===== src/core/uim_pkg.sv =====
// Constants and types for the interrupt mask, priority and status block
// What this block does
// (RQ1) FIFO mode with receive enable: receive interrupt follows FIFO level against trigger.
// (RQ2) Data ready status bit sets on character entry, clears when FIFO empties.
// (RQ3) Host polls with FIFOs on and low four mask bits cleared.
// (RQ4) Line status shows overrun, head errors, holding empty, all empty, any error.
// (RQ5) Mask bit 0 raises receive interrupt on data or trigger level; resets 0.
// (RQ6) Mask bit 1 raises transmit ready on emptying, below trigger, or when enabled.
// (RQ7) Mask bit 2: overrun at once; other errors at head, or on entry.
// (RQ8) Mask bit 3 enables modem status interrupt from modem bits 0 to 3.
// (RQ9) Mask bits 4 and 5 writable only with enhanced functions on; reset 0.
// (RQ10) Mask bits 6 and 7 flag rising RTS/CTS under automatic flow control.
// (RQ11) Source register reports highest pending source; serviced before next one.
// (RQ12) Receive timeout fires after four character times plus twelve bit times.
// (RQ13) Transmit ready from trigger or empty; cleared by source read or write.
// (RQ14) Line status interrupt from status bits 1 to 4; cleared by status read.
// (RQ15) Modem and handshake pin interrupts cleared by modem status read.
// (RQ16) Receive interrupt clears below trigger; timeout clears on holding read.
// (RQ17) Xon, Xoff, special detect interrupt; clears on source read, special detect also on next character.
// (RQ18) Wake-up interrupt on leaving sleep, cleared by source read, code 000001.
// (RQ19) Codes: line status 000110, timeout 001100, data 000100, transmit 000010.
// (RQ20) Codes: modem 000000, flow character 010000, handshake pin 100000.
// (RQ21) Source bit 0 low while a source other than wake-up pends, high otherwise; bits 3 to 1 encode.
// (RQ22) Source bit 4 only with enhanced functions: flow character matched.
// (RQ23) Source bit 5 only with enhanced functions: CTS or RTS rose.
// (RQ24) Source bits 7 and 6 read 1 with FIFOs on, 0 otherwise.
// (RQ25) Interrupt output active while any enabled source pending.
package uim_pkg;

   // Register offsets on A2..A0
   localparam logic [2:0] UIM_OFS_HOLDING   = 3'h0;
   localparam logic [2:0] UIM_OFS_MASK      = 3'h1;
   localparam logic [2:0] UIM_OFS_SOURCE    = 3'h2;
   localparam logic [2:0] UIM_OFS_LINE_STAT = 3'h5;
   localparam logic [2:0] UIM_OFS_MODEM_ST  = 3'h6;

   // Reset values
   localparam logic [7:0] UIM_MASK_RESET    = 8'h00;
   localparam logic [7:0] UIM_RDATA_RESET   = 8'h00;

   // Mask register fields
   localparam int UIM_MB_RX     = 0;
   localparam int UIM_MB_TX     = 1;
   localparam int UIM_MB_LINE   = 2;
   localparam int UIM_MB_MODEM  = 3;
   localparam int UIM_MB_SLEEP  = 4;
   localparam int UIM_MB_XOFF   = 5;
   localparam int UIM_MB_RTS    = 6;
   localparam int UIM_MB_CTS    = 7;
   localparam logic [7:0] UIM_MASK_ENH_BITS = 8'hf0;

   // Source codes, bits 5..0
   localparam logic [5:0] UIM_CODE_LINE    = 6'h06;
   localparam logic [5:0] UIM_CODE_TIMEOUT = 6'h0c;
   localparam logic [5:0] UIM_CODE_RXDATA  = 6'h04;
   localparam logic [5:0] UIM_CODE_TX_READY_EVENT   = 6'h02;
   localparam logic [5:0] UIM_CODE_MODEM   = 6'h00;
   localparam logic [5:0] UIM_CODE_FLOWCH  = 6'h10;
   localparam logic [5:0] UIM_CODE_PIN     = 6'h20;
   localparam logic [5:0] UIM_CODE_NONE    = 6'h01;

   // Timeout span: characters and extra bit times
   localparam int UIM_TO_CHARS     = 4;
   localparam int UIM_TO_EXTRA     = 12;
   localparam int UIM_TO_CNT_W     = 7;
   localparam int UIM_LVL_W        = 5;

   // Reported source, priority order
   typedef enum logic [2:0] {
      UIM_SRC_NONE    = 3'd0,
      UIM_SRC_LINE    = 3'd1,
      UIM_SRC_TIMEOUT = 3'd3,
      UIM_SRC_RXDATA  = 3'd2,
      UIM_SRC_TX_READY_EVENT   = 3'd6,
      UIM_SRC_MODEM   = 3'd7,
      UIM_SRC_FLOWCH  = 3'd5,
      UIM_SRC_PIN     = 3'd4
   } uim_src_type;

endpackage


===== src/core/uim_rx_timeout.sv =====
// Receive timeout timer counting bit times while data waits in the FIFO
`timescale 1ns/10ps
module uim_rx_timeout
   import uim_pkg::*;
(
   // Clock and reset
   input  wire logic                    i_clk_sys,
   input  wire logic                    i_rst,
   // Control
   input  wire logic                    i_run,
   input  wire logic                    i_restart,
   input  wire logic                    i_bit_tick,
   input  wire logic [3:0]              i_char_bits,
   // Expiry
   output logic                         o_expired
);

   logic [UIM_TO_CNT_W-1:0] count_q;
   logic [UIM_TO_CNT_W-1:0] count_d;
   logic                    expired_q;
   logic                    expired_d;
   wire  [UIM_TO_CNT_W-1:0] span;
   wire                     at_span;

   // Char time taken in bit times from the current frame format
   assign span    = UIM_TO_CNT_W'(UIM_TO_CHARS) * UIM_TO_CNT_W'(i_char_bits)
                    + UIM_TO_CNT_W'(UIM_TO_EXTRA);  // see (RQ12)
   assign at_span = (count_q >= span);

   always_comb begin
      count_d   = count_q;
      expired_d = expired_q;
      if (i_restart || !i_run) begin
         count_d   = '0;
         expired_d = 1'b0;
      end else if (i_bit_tick && !at_span) begin
         count_d = count_q + 1'b1;
      end else if (at_span) begin
         expired_d = 1'b1;  // see (RQ12)
      end
   end

   always_ff @(posedge i_clk_sys or posedge i_rst) begin
      if (i_rst) begin
         count_q   <= '0;
         expired_q <= 1'b0;
      end else begin
         count_q   <= count_d;
         expired_q <= expired_d;
      end
   end

   assign o_expired = expired_q;

endmodule


===== src/core/uim_ctrl.sv =====
// Interrupt mask, priority encoder, source and line status registers
`timescale 1ns/10ps
module uim_ctrl
   import uim_pkg::*;
(
   // Clock and reset
   input  wire logic                  i_clk_sys,
   input  wire logic                  i_rst,
   // Host register port
   input  wire logic [2:0]            i_addr,
   input  wire logic                  i_rd_stb,
   input  wire logic                  i_wr_stb,
   input  wire logic [7:0]            i_wdata,
   input  wire logic                  i_divisor_sel,
   output logic [7:0]                 o_rdata,
   // Configuration from neighbouring registers
   input  wire logic                  i_fifo_en,
   input  wire logic                  i_enh_en,
   input  wire logic                  i_auto_rts_en,
   input  wire logic                  i_auto_cts_en,
   input  wire logic                  i_line_on_entry,
   input  wire logic                  i_wake_int_en,
   // Receive side
   input  wire logic [UIM_LVL_W-1:0]  i_rx_level,
   input  wire logic [UIM_LVL_W-1:0]  i_rx_trig,
   input  wire logic                  i_rx_push,
   input  wire logic [2:0]            i_rx_push_err,
   input  wire logic [2:0]            i_head_err,
   input  wire logic                  i_overrun,
   input  wire logic                  i_fifo_any_err,
   input  wire logic                  i_bit_tick,
   input  wire logic [3:0]            i_char_bits,
   // Transmit side
   input  wire logic [UIM_LVL_W-1:0]  i_tx_level,
   input  wire logic [UIM_LVL_W-1:0]  i_tx_trig,
   input  wire logic                  i_thr_empty,
   input  wire logic                  i_tx_all_empty,
   // Modem, flow control and sleep events
   input  wire logic [3:0]            i_modem_delta,
   input  wire logic                  i_rts_out,
   input  wire logic                  i_cts_in,
   input  wire logic                  i_xon_det,
   input  wire logic                  i_xoff_det,
   input  wire logic                  i_special_det,
   input  wire logic                  i_wake_evt,
   // Outputs
   output logic                       o_irq,
   output logic                       o_sleep_en,
   output logic [7:0]                 o_line_status
);

   // Register state
   logic [7:0]  mask_q;
   logic [7:0]  mask_d;
   logic [7:0]  rdata_q;
   logic [7:0]  rdata_d;
   logic        overrun_q;
   logic        line_int_q;
   logic        tx_int_q;
   logic        modem_int_q;
   logic        pin_int_q;
   logic        xonoff_int_q;
   logic        special_int_q;
   logic        wake_int_q;
   logic        thr_empty_q;
   logic        tx_below_q;
   logic        tx_empty_q;
   logic        rts_q;
   logic        cts_q;
   logic [3:0]  modem_delta_q;
   logic        head_err_seen_q;

   // Access decode
   wire rd_holding = i_rd_stb && (i_addr == UIM_OFS_HOLDING) && !i_divisor_sel;
   wire wr_holding = i_wr_stb && (i_addr == UIM_OFS_HOLDING) && !i_divisor_sel;
   wire wr_mask    = i_wr_stb && (i_addr == UIM_OFS_MASK) && !i_divisor_sel;
   wire rd_mask    = i_rd_stb && (i_addr == UIM_OFS_MASK) && !i_divisor_sel;
   wire rd_source  = i_rd_stb && (i_addr == UIM_OFS_SOURCE);
   wire rd_line    = i_rd_stb && (i_addr == UIM_OFS_LINE_STAT);
   wire rd_modem   = i_rd_stb && (i_addr == UIM_OFS_MODEM_ST);

   // Receive data condition: holding full, or trigger reached in FIFO mode
   wire rx_has_data = (i_rx_level != '0);
   wire rx_at_trig  = (i_rx_level >= i_rx_trig);
   wire rx_cond     = i_fifo_en ? rx_at_trig : rx_has_data;  // see (RQ1) (RQ5) (RQ16)

   // Receive timeout only matters with FIFOs on and data waiting
   wire timeout_hit;
   uim_rx_timeout u_timeout (
      .i_clk_sys   (i_clk_sys),
      .i_rst       (i_rst),
      .i_run       (i_fifo_en && rx_has_data),
      .i_restart   (i_rx_push || rd_holding),  // see (RQ16)
      .i_bit_tick  (i_bit_tick),
      .i_char_bits (i_char_bits),
      .o_expired   (timeout_hit)
   );

   // Transmit ready events
   wire tx_below     = (i_tx_level < i_tx_trig);
   wire tx_empty     = (i_tx_level == '0);
   wire tx_fifo_evt  = (tx_below && !tx_below_q) || (tx_empty && !tx_empty_q);
   wire tx_plain_evt = i_thr_empty && !thr_empty_q;
   wire tx_en_evt    = wr_mask && i_wdata[UIM_MB_TX] && !mask_q[UIM_MB_TX] && i_thr_empty;
   wire tx_set       = (i_fifo_en ? tx_fifo_evt : tx_plain_evt) || tx_en_evt;  // see (RQ6) (RQ13)

   // Line status events: overrun at once, others at head or on entry
   wire head_err_new = (i_head_err != 3'b000) && !head_err_seen_q;
   wire entry_err    = i_rx_push && (i_rx_push_err != 3'b000);
   wire line_set     = i_overrun
                       || (i_line_on_entry ? entry_err : head_err_new);  // see (RQ7) (RQ14)

   // Modem and handshake pin events
   wire modem_set = |(i_modem_delta & ~modem_delta_q);  // see (RQ8)
   wire rts_rise  = i_rts_out && !rts_q && i_auto_rts_en && mask_q[UIM_MB_RTS];
   wire cts_rise  = i_cts_in && !cts_q && i_auto_cts_en && mask_q[UIM_MB_CTS];
   wire pin_set   = i_enh_en && (rts_rise || cts_rise);  // see (RQ10) (RQ23)

   // Flow character events, only with enhanced functions
   wire xonoff_set  = i_enh_en && mask_q[UIM_MB_XOFF] && (i_xon_det || i_xoff_det);
   wire special_set = i_enh_en && mask_q[UIM_MB_XOFF] && i_special_det;

   // Enabled pending sources
   wire p_line    = line_int_q && mask_q[UIM_MB_LINE];
   wire p_timeout = timeout_hit && mask_q[UIM_MB_RX] && i_fifo_en;
   wire p_rxdata  = rx_cond && mask_q[UIM_MB_RX];
   wire p_tx_ready_event   = tx_int_q && mask_q[UIM_MB_TX];
   wire p_modem   = modem_int_q && mask_q[UIM_MB_MODEM];
   wire p_flowch  = (xonoff_int_q || special_int_q) && i_enh_en;  // see (RQ22)
   wire p_pin     = pin_int_q && i_enh_en;
   wire p_wake    = wake_int_q;

   // Highest priority wins; lower ones stay pending in their own flags
   uim_src_type src;
   always_comb begin
      if (p_line) begin
         src = UIM_SRC_LINE;
      end else if (p_timeout) begin
         src = UIM_SRC_TIMEOUT;
      end else if (p_rxdata) begin
         src = UIM_SRC_RXDATA;
      end else if (p_tx_ready_event) begin
         src = UIM_SRC_TX_READY_EVENT;
      end else if (p_modem) begin
         src = UIM_SRC_MODEM;
      end else if (p_flowch) begin
         src = UIM_SRC_FLOWCH;
      end else if (p_pin) begin
         src = UIM_SRC_PIN;
      end else begin
         src = UIM_SRC_NONE;
      end
   end  // see (RQ11)

   // Source code lookup
   logic [5:0] code;
   always_comb begin
      case (src)
         UIM_SRC_LINE:    code = UIM_CODE_LINE;     // see (RQ19)
         UIM_SRC_TIMEOUT: code = UIM_CODE_TIMEOUT;  // see (RQ19)
         UIM_SRC_RXDATA:  code = UIM_CODE_RXDATA;   // see (RQ19)
         UIM_SRC_TX_READY_EVENT:   code = UIM_CODE_TX_READY_EVENT;    // see (RQ19)
         UIM_SRC_MODEM:   code = UIM_CODE_MODEM;    // see (RQ20)
         UIM_SRC_FLOWCH:  code = UIM_CODE_FLOWCH;   // see (RQ20)
         UIM_SRC_PIN:     code = UIM_CODE_PIN;      // see (RQ20)
         default:         code = UIM_CODE_NONE;     // see (RQ18) (RQ21)
      endcase
   end

   // Bits 7..6 mirror FIFO enable
   wire [7:0] source_val = {{2{i_fifo_en}}, code};  // see (RQ24)

   // A source read services only the source it reports, so queued ones survive
   wire svc_tx   = rd_source && (src == UIM_SRC_TX_READY_EVENT);
   wire svc_flow = rd_source && (src == UIM_SRC_FLOWCH);
   wire svc_wake = rd_source && (src == UIM_SRC_NONE);

   // Line status value
   assign o_line_status = {i_fifo_any_err,   // see (RQ4)
                           i_tx_all_empty,
                           i_thr_empty,
                           i_head_err,
                           overrun_q,
                           rx_has_data};      // see (RQ2)

   // Mask write: upper half only with enhanced functions on
   always_comb begin
      mask_d = mask_q;
      if (wr_mask) begin
         mask_d = i_enh_en ? i_wdata
                           : ((mask_q & UIM_MASK_ENH_BITS) | (i_wdata & ~UIM_MASK_ENH_BITS));
      end  // see (RQ9)
   end

   // Read mux, registered
   always_comb begin
      rdata_d = rdata_q;
      if (rd_mask) begin
         rdata_d = mask_q;
      end else if (rd_source) begin
         rdata_d = source_val;
      end else if (rd_line) begin
         rdata_d = o_line_status;
      end else if (i_rd_stb) begin
         rdata_d = 8'h00;
      end
   end

   always_ff @(posedge i_clk_sys or posedge i_rst) begin
      if (i_rst) begin
         mask_q  <= UIM_MASK_RESET;  // see (RQ5) (RQ8) (RQ9)
         rdata_q <= UIM_RDATA_RESET;
      end else begin
         mask_q  <= mask_d;
         rdata_q <= rdata_d;
      end
   end

   // Edge history
   always_ff @(posedge i_clk_sys or posedge i_rst) begin
      if (i_rst) begin
         thr_empty_q     <= 1'b1;
         tx_below_q      <= 1'b1;
         tx_empty_q      <= 1'b1;
         rts_q           <= 1'b0;
         cts_q           <= 1'b0;
         modem_delta_q   <= 4'h0;
         head_err_seen_q <= 1'b0;
      end else begin
         thr_empty_q     <= i_thr_empty;
         tx_below_q      <= tx_below;
         tx_empty_q      <= tx_empty;
         rts_q           <= i_rts_out;
         cts_q           <= i_cts_in;
         modem_delta_q   <= i_modem_delta;
         head_err_seen_q <= (i_head_err != 3'b000) && !rd_holding;
      end
   end

   // Sticky flags: a set in the clearing cycle wins
   always_ff @(posedge i_clk_sys or posedge i_rst) begin
      if (i_rst) begin
         overrun_q <= 1'b0;
      end else begin
         overrun_q <= i_overrun || (overrun_q && !rd_line);  // see (RQ4)
      end
   end

   always_ff @(posedge i_clk_sys or posedge i_rst) begin
      if (i_rst) begin
         line_int_q <= 1'b0;
      end else begin
         line_int_q <= line_set || (line_int_q && !rd_line);  // see (RQ14)
      end
   end

   always_ff @(posedge i_clk_sys or posedge i_rst) begin
      if (i_rst) begin
         tx_int_q <= 1'b0;
      end else begin
         tx_int_q <= tx_set || (tx_int_q && !svc_tx && !wr_holding);  // see (RQ13)
      end
   end

   always_ff @(posedge i_clk_sys or posedge i_rst) begin
      if (i_rst) begin
         modem_int_q <= 1'b0;
         pin_int_q   <= 1'b0;
      end else begin
         modem_int_q <= modem_set || (modem_int_q && !rd_modem);  // see (RQ15)
         pin_int_q   <= pin_set || (pin_int_q && !rd_modem);      // see (RQ15)
      end
   end

   // Special character also drops when the next character lands
   always_ff @(posedge i_clk_sys or posedge i_rst) begin
      if (i_rst) begin
         xonoff_int_q  <= 1'b0;
         special_int_q <= 1'b0;
      end else begin
         xonoff_int_q  <= xonoff_set || (xonoff_int_q && !svc_flow);  // see (RQ17)
         special_int_q <= special_set
                          || (special_int_q && !svc_flow && !i_rx_push);  // see (RQ17)
      end
   end

   // Wake-up reads as the idle code, so any source read with nothing else clears it
   always_ff @(posedge i_clk_sys or posedge i_rst) begin
      if (i_rst) begin
         wake_int_q <= 1'b0;
      end else begin
         wake_int_q <= (i_wake_evt && i_wake_int_en && i_enh_en)
                       || (wake_int_q && !svc_wake);  // see (RQ18)
      end
   end

   // Polled mode needs no special logic: with mask bits 3..0 clear only flow character, handshake pin and wake-up can pend
   assign o_irq      = (src != UIM_SRC_NONE) || p_wake;  // see (RQ25) (RQ3)
   assign o_sleep_en = mask_q[UIM_MB_SLEEP] && i_enh_en;
   assign o_rdata    = rdata_q;

endmodule


===== config.mk =====
export PLATFORM = sky130hd
export DESIGN_NAME = uim_ctrl
export DESIGN_NICKNAME = d
export VERILOG_FILES = /design/src/core/uim_pkg.sv /design/src/core/uim_rx_timeout.sv /design/src/core/uim_ctrl.sv
export SDC_FILE = /design/constraint.sdc
export NUM_CORES = 1
export LEC_CHECK = 0
export ABC_AREA = 1
export BUFFER_PORTS_ARGS = -buffer_cell sky130_fd_sc_hd__clkbuf_2
export CORE_MARGIN = 2
export CORE_UTILIZATION = 46
export CTS_CLUSTER_SIZE = 12
export DETAILED_ROUTE_END_ITERATION = 6
export PLACE_DENSITY = 0.81
export SLEW_MARGIN = 10
export SYNTH_ARGS = -nofsm -noshare
export SYNTH_HDL_FRONTEND = slang
export SYNTH_SLANG_ARGS = --single-unit

===== constraint.sdc =====
create_clock -name i_clk_sys -period 1.6 [get_ports i_clk_sys]
set_clock_uncertainty 0.15 [all_clocks]
set_input_delay 0.16 -clock i_clk_sys [delete_from_list [all_inputs] [get_ports i_clk_sys]]
set_output_delay 0.16 -clock i_clk_sys [all_outputs]
set_load 0.01 [all_outputs]

==> results of run 1 <==
## state kept, by name (all words and copies together), names as in the netlist, 4 cells and up
name / flops
mask_q: 8
modem_delta_q: 4
o_rdata: 8
u_timeout.count_q: 7
## synthesized netlist by cell type
library cell	instances
inv_2	7
ha_1	17
a21boi_0	1
o41ai_1	1
nand4_2	1
nand2_2	4
nand3_1	22
nand2_1	102
nor2_1	13
nor2_4	1
and3_1	1
or2_1	1
buf_6	2
nand3b_1	2
inv_1	51
a31oi_1	1
o221a_2	1
nor2_2	3
a221oi_1	1
nor3_4	3
o311ai_0	1
nor3_1	3
dfstp_2	3
o22ai_1	2
o21ai_1	2
xor2_1	6
buf_4	9
nand2_4	1
or3_1	1
nor4_1	2
nand3_2	2
dfrtp_1	39
or2_2	2
xnor2_1	1
nand4_1	12
o311ai_1	1
o21ai_0	6
a21oi_1	8
o21a_1	1
mux2_4	3
o31ai_1	1
## path summary, 6_finish.rpt
path                               endpoint  slack [ps]  cells past startpoint
min                            xonoff_int_q           6                      3
max reg2reg                    xonoff_int_q        -160                     11
min in group asynchronous  modem_delta_q[1]         250                      4
max                                   o_irq        -270                      6
max in group asynchronous        tx_below_q         780                      4
min reg2reg                      o_rdata[1]         350                      2
## worst min-delay path: stages
cell      delay, ps
clkbuf_2        140
nand2_1          80
o21ai_1          60
## power groups by stage
stage	registers [µW]	clock network (µW)	logic, µW
after floorplan	1250	0	412
after global placement	1250	0	666
after detailed placement	1250	0	690
after CTS	1240	1070	839
after global routing	1270	1120	1100
final	1250	1070	1010
## metal layers
layer | wire, µm | vias up | track usage, %
met1 | 3120 | 1395 | 28.1
li1 | - | 1394 | -
met2 | 4320 | 134 | 47.0
met3 | 554 | 31 | 4.38
met4 | 251 | 0 | 10.2
met5 | 0 | - | 0
## cell usage in the layout (no fill, tap or decap), types with 8 or more instances in the layout
cell,synthesis,final
buf_4,9,35
clkbuf_2,0,82
dfrtp_1,39,38
dlygate4sd3_1,0,31
ha_1,17,11
inv_1,51,46
inv_2,7,9
nand2_1,102,88
nand2_2,4,16
nand3_1,22,15
nand3_2,2,8
nand4_1,12,12
nor2_1,13,12
## area by class of cell
class / instances / area (µm²) / area share, %
Inverter: 58 / 238 / 5.72
Clock inverter: 2 / 60.1 / 1.45
Timing Repair Buffer: 155 / 1070 / 25.9
Sequential cell: 42 / 1060 / 25.4
Tap cell: 72 / 90.1 / 2.17
Clock buffer: 6 / 82.6 / 1.99
Multi-Input combinational cell: 230 / 1550 / 37.4
## cell families after synthesis
| kind of cell | after synthesis | synth area share, % |
|---|---|---|
| AOI/OAI and AO/OA | 27 | 6.24 |
| muxes | 3 | 1.68 |
| xor gates and xnor gates | 7 | 2.28 |
| and+or+nand+nor | 176 | 31.2 |
| buffers and inverters | 69 | 11.5 |
| DFF | 42 | 39.2 |
| adders and majority gates | 17 | 7.91 |
## repair_timing
action,in CTS,in global routing
hold endpoints to repair,69,1
hold buffers,30,1
setup endpoints to repair,9,18
setup buffers,8,4
pin swaps,12,7
resized for setup,22,31
## stage by stage
stage	std cells	setup WS [ps]	setup TNS, ps	power (µW)	hold WS (ps)
after floorplan	341	-122	-796	1660	14.5
after global placement	514	-387	-4090	1920	36.4
after detailed placement	514	-465	-5070	1940	42.8
after CTS	560	-216	-668	3140	2.96
after global routing	565	-323	-3130	3480	4.96
final	565	-265	-1980	3330	5.69
==> run summary, run 1 <==
Crit end category - primary output
Int Power - 2320 µW
Hold Crit Start - i_enh_en
Setup slack after layout - -265 ps
Final setup vio count - 18
Crit start category - flip-flop
DR WL/cell - 14.6 µm
CP top delay family - simple AND/OR/NAND/NOR gates
Die area - 6470 µm²
Detailed Place HPWL - 5200 µm
Outcome - finished with violations
Worst Setup Path Type - reg2out
Syn_area_per_cell - 7.88 µm²
Switching share of power - 30.4%
Total placed instance area - 3390 µm²
Count of state elements after synthesis - 42
Slowest cell on crit path - dfrtp_1
Synth Net Count - 426
Failing checks - setup timing
First-pass GRT wire length - 12600 µm
Total gr overflow - 0
Initial antenna violation count - 0
Cell Pwr Density - 802 nW/µm²
Core Area - 5570 µm²
Worst min path class - in2reg
Die height - 80.4 µm
# port buffers - 85
Vias/cell - 5.23
Slew margin rel. - 73.1%
Num Clock Sinks - 42
DRT Pass-1 Iters - 5
First DRT Iteration DRCs - 173
CTS tree - yes
Reg-to-Reg Start - line_int_q
GR Util All Layers - 25.2%
Clock-pin slew on the worst setup and hold paths - 90 ps
Post-Route WL - 8250 µm
Via count - 2954
Unique masters post-synth - 41
Largest net degree at the start of global routing - 43
CTS H-Tree Depth - 2
Clock share of power - 32.1%
ANT cells - 0
Util after Layout - 74.5%
Post-route ant nets - 0
TritonCTS buffer count - 5
Top-area cell type share of the netlist area - 36.3%
Final min period - 1870 ps
Die W - 80.4 µm
Max Root-Sink Buffers - 2
Global placer's final weighted congestion - 0.860
# DRC - 0
Fin nets - 577
VDD IR max - 0.506 mV
P_sw - 1010 µW
Synthesized area - 2690 µm²
Crit path DAT - 1560 ps
Cell row count - 27
Area Growth Syn to Fin - 54.5%
Final Max Tran Viols - 0
Cell taking the most area after synthesis - dfrtp_1
Root buf cell - clkbuf_8
Hold Vio Cnt, Final - 0
Max FO, Critical Path - 2
Sequential power share - 37.6%
CP Buf/Inv Count - 2
Critical Path Source - line_int_q
Finished Cell Area - 4150 µm²
Mapped Cells - 341
Ranking of synthesized cells by area - dfrtp_1 (36%), nand2_1 (14%), ha_1 (7.9%)
WP data required - 1290 ps
Vias in the first global route - 2924
Worst-skew pair later-pin latency - 310 ps
Critical Path Max Stage Delay - 440 ps
Yosys warnings - 0
Most frequent CP cell - nand2_2
Fillers - 365
Io pins - 86
Starting Density - 48.2%
Worst path cell trace - nand2_2 -> nand2_2 -> inv_2 -> nand2_2 -> or3_4 -> buf_6
Combinational share of power - 30.2%
Maxcap violations - 0
Crit share post-route - 117%
Worst slew pin tran - 399 ps
Layout cells sized above 1 - 40.6%
P_leak - 0.00222 µW
Sequential area share after synthesis - 39.2%
RSZ-0062 raised after global routing - yes
Peak Freq - 536 MHz
No activity file was read; power rests on OpenSTA's default activity.
==> inputs of run 2 (changes only) <==
==> constraint.sdc (replaced) <==
create_clock -name i_clk_sys -period 1.6 [get_ports i_clk_sys]
set_clock_uncertainty 0.15 [all_clocks]
set_input_delay 0.24 -clock i_clk_sys [delete_from_list [all_inputs] [get_ports i_clk_sys]]
set_output_delay 0.24 -clock i_clk_sys [all_outputs]
set_load 0.01 [all_outputs]
==> run 2 against run 1 <==
Net effect: the flow still finishes with violations (setup timing); global-route usage shrank 2.4 points; via count shrank 6.8%; clock-buffer cell count did not move; register-to-register slack lost 130 ps; routed wire length is 12% lower; final cell count decreased by 2.5%; critical path depth unchanged; cell area down 2.0%; critical path type unchanged.
==> run summary, run 2 (same netlist as run 1, synthesis figures left out) <==
CP top delay family - simple AND/OR/NAND/NOR gates
Worst reg2reg setup slack - -290 ps
Sequential power share - 40.0%
Via count - 2752
First DRT Iteration DRCs - 164
Die height - 80.4 µm
TNS Setup - -2930 ps
Final setup vio count - 17
Num Clock Sinks - 42
Maxcap violations - 0
Final min period - 1950 ps
Failing checks - setup timing
Detailed Place HPWL - 5340 µm
Core Area - 5570 µm²
Cell Pwr Density - 759 nW/µm²
Final std cells w/o fill - 551
Crit end category - primary output
Post-route ant nets - 0
Switching share of power - 30.9%
Global placer's final weighted congestion - 0.887
Hold Slack - 15.1 ps
Hold Vio Cnt, Final - 0
Setup slack after layout - -346 ps
Int Power - 2140 µW
Placed cell count - 521
Total placed instance area - 3540 µm²
Most frequent CP cell - nand2_1
Root buf cell - clkbuf_8
Slowest cell on crit path - dfrtp_1
DR WL/cell - 13.2 µm
CTS tree - yes
Peak Freq - 514 MHz
TritonCTS buffer count - 5
Slew margin rel. - 70.9%
Worst-skew pair later-pin latency - 300 ps
Outcome - finished with violations
Combinational share of power - 33.0%
Vias/cell - 4.99
Largest net degree at the start of global routing - 43
CP Buf/Inv Count - 2
Max FO, Critical Path - 3
Crit path DAT - 1560 ps
Initial antenna violation count - 0
Final Max Tran Viols - 0
Total gr overflow - 0
WP data required - 1210 ps
# DRC - 0
Worst slew pin tran - 430 ps
Finished Cell Area - 4070 µm²
P_sw - 954 µW
Fin nets - 563
Die area - 6470 µm²
CTS H-Tree Depth - 2
Util after Layout - 73.0%
Max Root-Sink Buffers - 2
Critical Path Max Stage Delay - 400 ps
VDD IR max - 0.517 mV
Cell row count - 27
Commonest non-fill, non-tap cell in the layout - nand2_1
Die W - 80.4 µm
ANT cells - 0
Worst path cell trace - nand2_1 -> nand2_1 -> inv_2 -> nand2_2 -> or3_4 -> buf_6
Most frequent cells in the layout - nand2_1 (85), clkbuf_2 (81), buf_4 (42), inv_1 (41), dfrtp_1 (39)
Clock share of power - 27.0%
Area Growth Syn to Fin - 51.5%
Crit start category - flip-flop
P_leak - 0.00215 µW
Post-Route WL - 7280 µm
Io pins - 86
Starting Density - 48.2%
Vias in the first global route - 2772
GR Util All Layers - 22.8%
Worst Setup Path Type - reg2out
Worst min path class - in2reg
# port buffers - 85
RSZ-0062 raised after global routing - yes
Crit share post-route - 122%
First-pass GRT wire length - 11600 µm
Clock-pin slew on the worst setup and hold paths - 80 ps
Layout cells sized above 1 - 45.1%
DRT Pass-1 Iters - 4
## run 2: power groups by stage
stage               Combinational (µW)  Clock (µW)  Sequential (µW)
floorplan                          430           0             1250
global placement                   748           0             1240
detailed placement                 779           0             1250
CTS                                897         848             1230
global route                      1110         914             1250
finish                            1020         834             1230
## run 2: final cells by class
class                           count  area, µm²
Fill cell                         417       1500
Clock inverter                      2       37.5
Clock buffer                        6       72.6
Sequential cell                    42       1050
Inverter                           58        260
Tap cell                           72       90.1
Multi-Input combinational cell    230       1610
Timing Repair Buffer              141        948
## run 2: tightest hold or removal path, stage by stage
cell and delay [ps]:
clkbuf_2 90, nand2_1 50, nand2_1 50
## run 2: path summary, 6_finish.rpt
| kind | startpoint | to | depth (start not counted) |
|---|---|---|---|
| min reg2reg | head_err_seen_q | line_int_q | 1 |
| max | line_int_q | o_irq | 6 |
| min in group asynchronous | i_rst | pin_int_q | 4 |
| max in group asynchronous | i_rst | tx_empty_q | 4 |
| max reg2reg | mask_q[1] | o_rdata[5] | 13 |
| min | i_wdata[2] | mask_q[2] | 3 |
## run 2: routing by layer
layer	track usage (%)	wire (µm)	vias up	share of wire [%]
met5	0	0	-	0
met4	6.10	99	0	1.4
li1	-	-	1366	-
met3	4.49	323	10	4.4
met1	25.9	2930	1298	40
met2	43.1	3920	78	54
## run 2: repair_timing
| action | 4_1_cts | 5_1_grt |
|---|---|---|
| pin swaps | 10 | 11 |
| setup endpoints to repair | 18 | 18 |
| buffers inserted | 6 | 4 |
| resized for setup | 24 | 29 |
| hold buffers | 12 | 0 |
| endpoints found under the hold margin | 50 | 0 |
## run 2: per-stage QoR
stage / setup WS, ps / total power [µW]
after global routing: -412 / 3270
after floorplan: -202 / 1680
final: -346 / 3090
after CTS: -337 / 2970
after detailed placement: -548 / 2030
after global placement: -451 / 1990
==> inputs of run 3 (changes only) <==
RECOVER_POWER = 100   (was default)
==> run 3 against run 2 <==
Net effect: critical endpoint unchanged; critical path type unchanged; the flow still finishes with violations (setup timing); critical path depth unchanged; die area unchanged; cell area decreased by 2.0%.
==> run summary, run 3 (same netlist as run 1, synthesis figures left out) <==
Slew margin rel. - 56.3%
DRT Pass-1 Iters - 4
Worst Setup Path Type - reg2out
Hold Vio Cnt, Final - 0
Hold Crit Start - i_wdata[2]
P_leak - 0.00205 µW
Most frequent cells in the layout - nand2_1 (87), clkbuf_2 (57), inv_1 (41), buf_4 (40), dfrtp_1 (39)
Critical Path Max Stage Delay - 410 ps
Worst-skew pair later-pin latency - 300 ps
Final setup vio count - 20
Post-Route WL - 7340 µm
First DRT Iteration DRCs - 225
R2R cell count - 13
Setup slack after layout - -348 ps
Crit start category - flip-flop
Peak Freq - 513 MHz
CTS tree - yes
Fin nets - 563
First-pass GRT wire length - 11600 µm
Detailed Place HPWL - 5340 µm
Crit share post-route - 122%
Clock-pin slew on the worst setup and hold paths - 80 ps
Hold Slack - 12.9 ps
CTS H-Tree Depth - 2
Starting Density - 48.2%
Core Area - 5570 µm²
Crit path DAT - 1560 ps
Reg-to-Reg Start - mask_q[1]
Failing checks - setup timing
Max FO, Critical Path - 3
Largest net degree at the start of global routing - 43
Die height - 80.4 µm
DR WL met3 - 342 µm
# DRC - 0
TritonCTS buffer count - 5
R2R Path End - o_rdata[5]
Max Root-Sink Buffers - 2
# port buffers - 85
WP data required - 1210 ps
Worst min path class - in2reg
Global placer's final weighted congestion - 0.887
Crit end category - primary output
Area of the multi-input gates - 1580 µm²
Outcome - finished with violations
Commonest non-fill, non-tap cell in the layout - nand2_1
Register area - 1050 µm²
Initial antenna violation count - 0
Layout cells sized above 1 - 38.4%
Cell Pwr Density - 770 nW/µm²
ANT cells - 0
VDD IR max - 0.519 mV
Maxcap violations - 0
Total gr overflow - 0
Die W - 80.4 µm
Final Max Tran Viols - 0
Util after Layout - 71.6%
Vias/cell - 5.00
Hold worst-path end - mask_q[2]
Final min period - 1950 ps
GR Util All Layers - 22.8%
Slowest cell on crit path - dfrtp_1
Worst slew pin tran - 650 ps
Vias in the first global route - 2772
Root buf cell - clkbuf_8
Via count - 2753
Worst path cell trace - nand3_1 -> nand2_1 -> inv_2 -> nand2_2 -> or3_4 -> buf_6
Worst reg2reg setup slack - -290 ps
Top Layer Used - met4
Fillers - 449
Num Clock Sinks - 42
RSZ-0062 raised after global routing - yes
DR WL/cell - 13.3 µm
Io pins - 86
Metal2 WL - 3850 µm
Cell row count - 27
Die area - 6470 µm²
Metal-1 WL - 2990 µm
Post-route ant nets - 0
Area Growth Syn to Fin - 48.5%
Hold path cells - 3
## run 3: power breakdown
group          internal [µW]  switching [µW]  leakage (µW)
Clock                    466             370     0.0000514
Combinational            487             515       0.00149
Sequential              1170            67.3      0.000509
Total                   2120             952       0.00205
## run 3: worst max-delay path: cells and delay by family (launching register included)
family / cells / cell delay [ps]
and+or+nand+nor: 4 / 620
DFF: 1 / 410
buffers and inverters: 2 / 230
## run 3: layout make-up
type / count / share of cell area (%)
multi-input cells: 230 / 39.5
flip-flops and latches: 42 / 26.4
repair buffers: 141 / 22.5
inverters: 58 / 6.52
well taps: 72 / 2.26
clock buffers: 6 / 1.82
clock inverters: 2 / 0.940
## run 3: how the worst max path moves through the flow
stage,startpoint,endpoint,cells past startpoint
finish,mask_q[0],o_irq,6
global route,special_int_q,o_irq,4
CTS,tx_int_q,o_irq,5
detailed placement,i_char_bits[1],u_timeout.count_q[0],12
global placement,i_char_bits[1],u_timeout.count_q[2],11
floorplan,i_char_bits[1],u_timeout.count_q[2],10
## run 3: repair_timing
item	4_1_cts	5_1_grt
resized for setup	24	29
endpoints found under the hold margin	50	0
endpoints found under the setup margin	18	18
buffers inserted	6	4
pin swaps	10	11
hold buffers	12	0
## run 3: stage by stage
step | setup slack, ps | total power, µW | cells | setup TNS (ps) | area, µm²
after floorplan | -202 | 1680 | 341 | -1480 | 2850
after global placement | -451 | 1990 | 521 | -6570 | 3540
after detailed placement | -548 | 2030 | 521 | -7560 | 3540
after CTS | -337 | 2970 | 547 | -2780 | 3940
after global routing | -412 | 3250 | 551 | -4610 | 3990
final | -348 | 3070 | 551 | -3060 | 3990
## run 3: metal layers
metal | up-vias | GRT usage [%]
met4 | 0 | 6.10
li1 | 1367 | -
met2 | 80 | 43.1
met3 | 18 | 4.49
met5 | - | 0
met1 | 1288 | 25.9
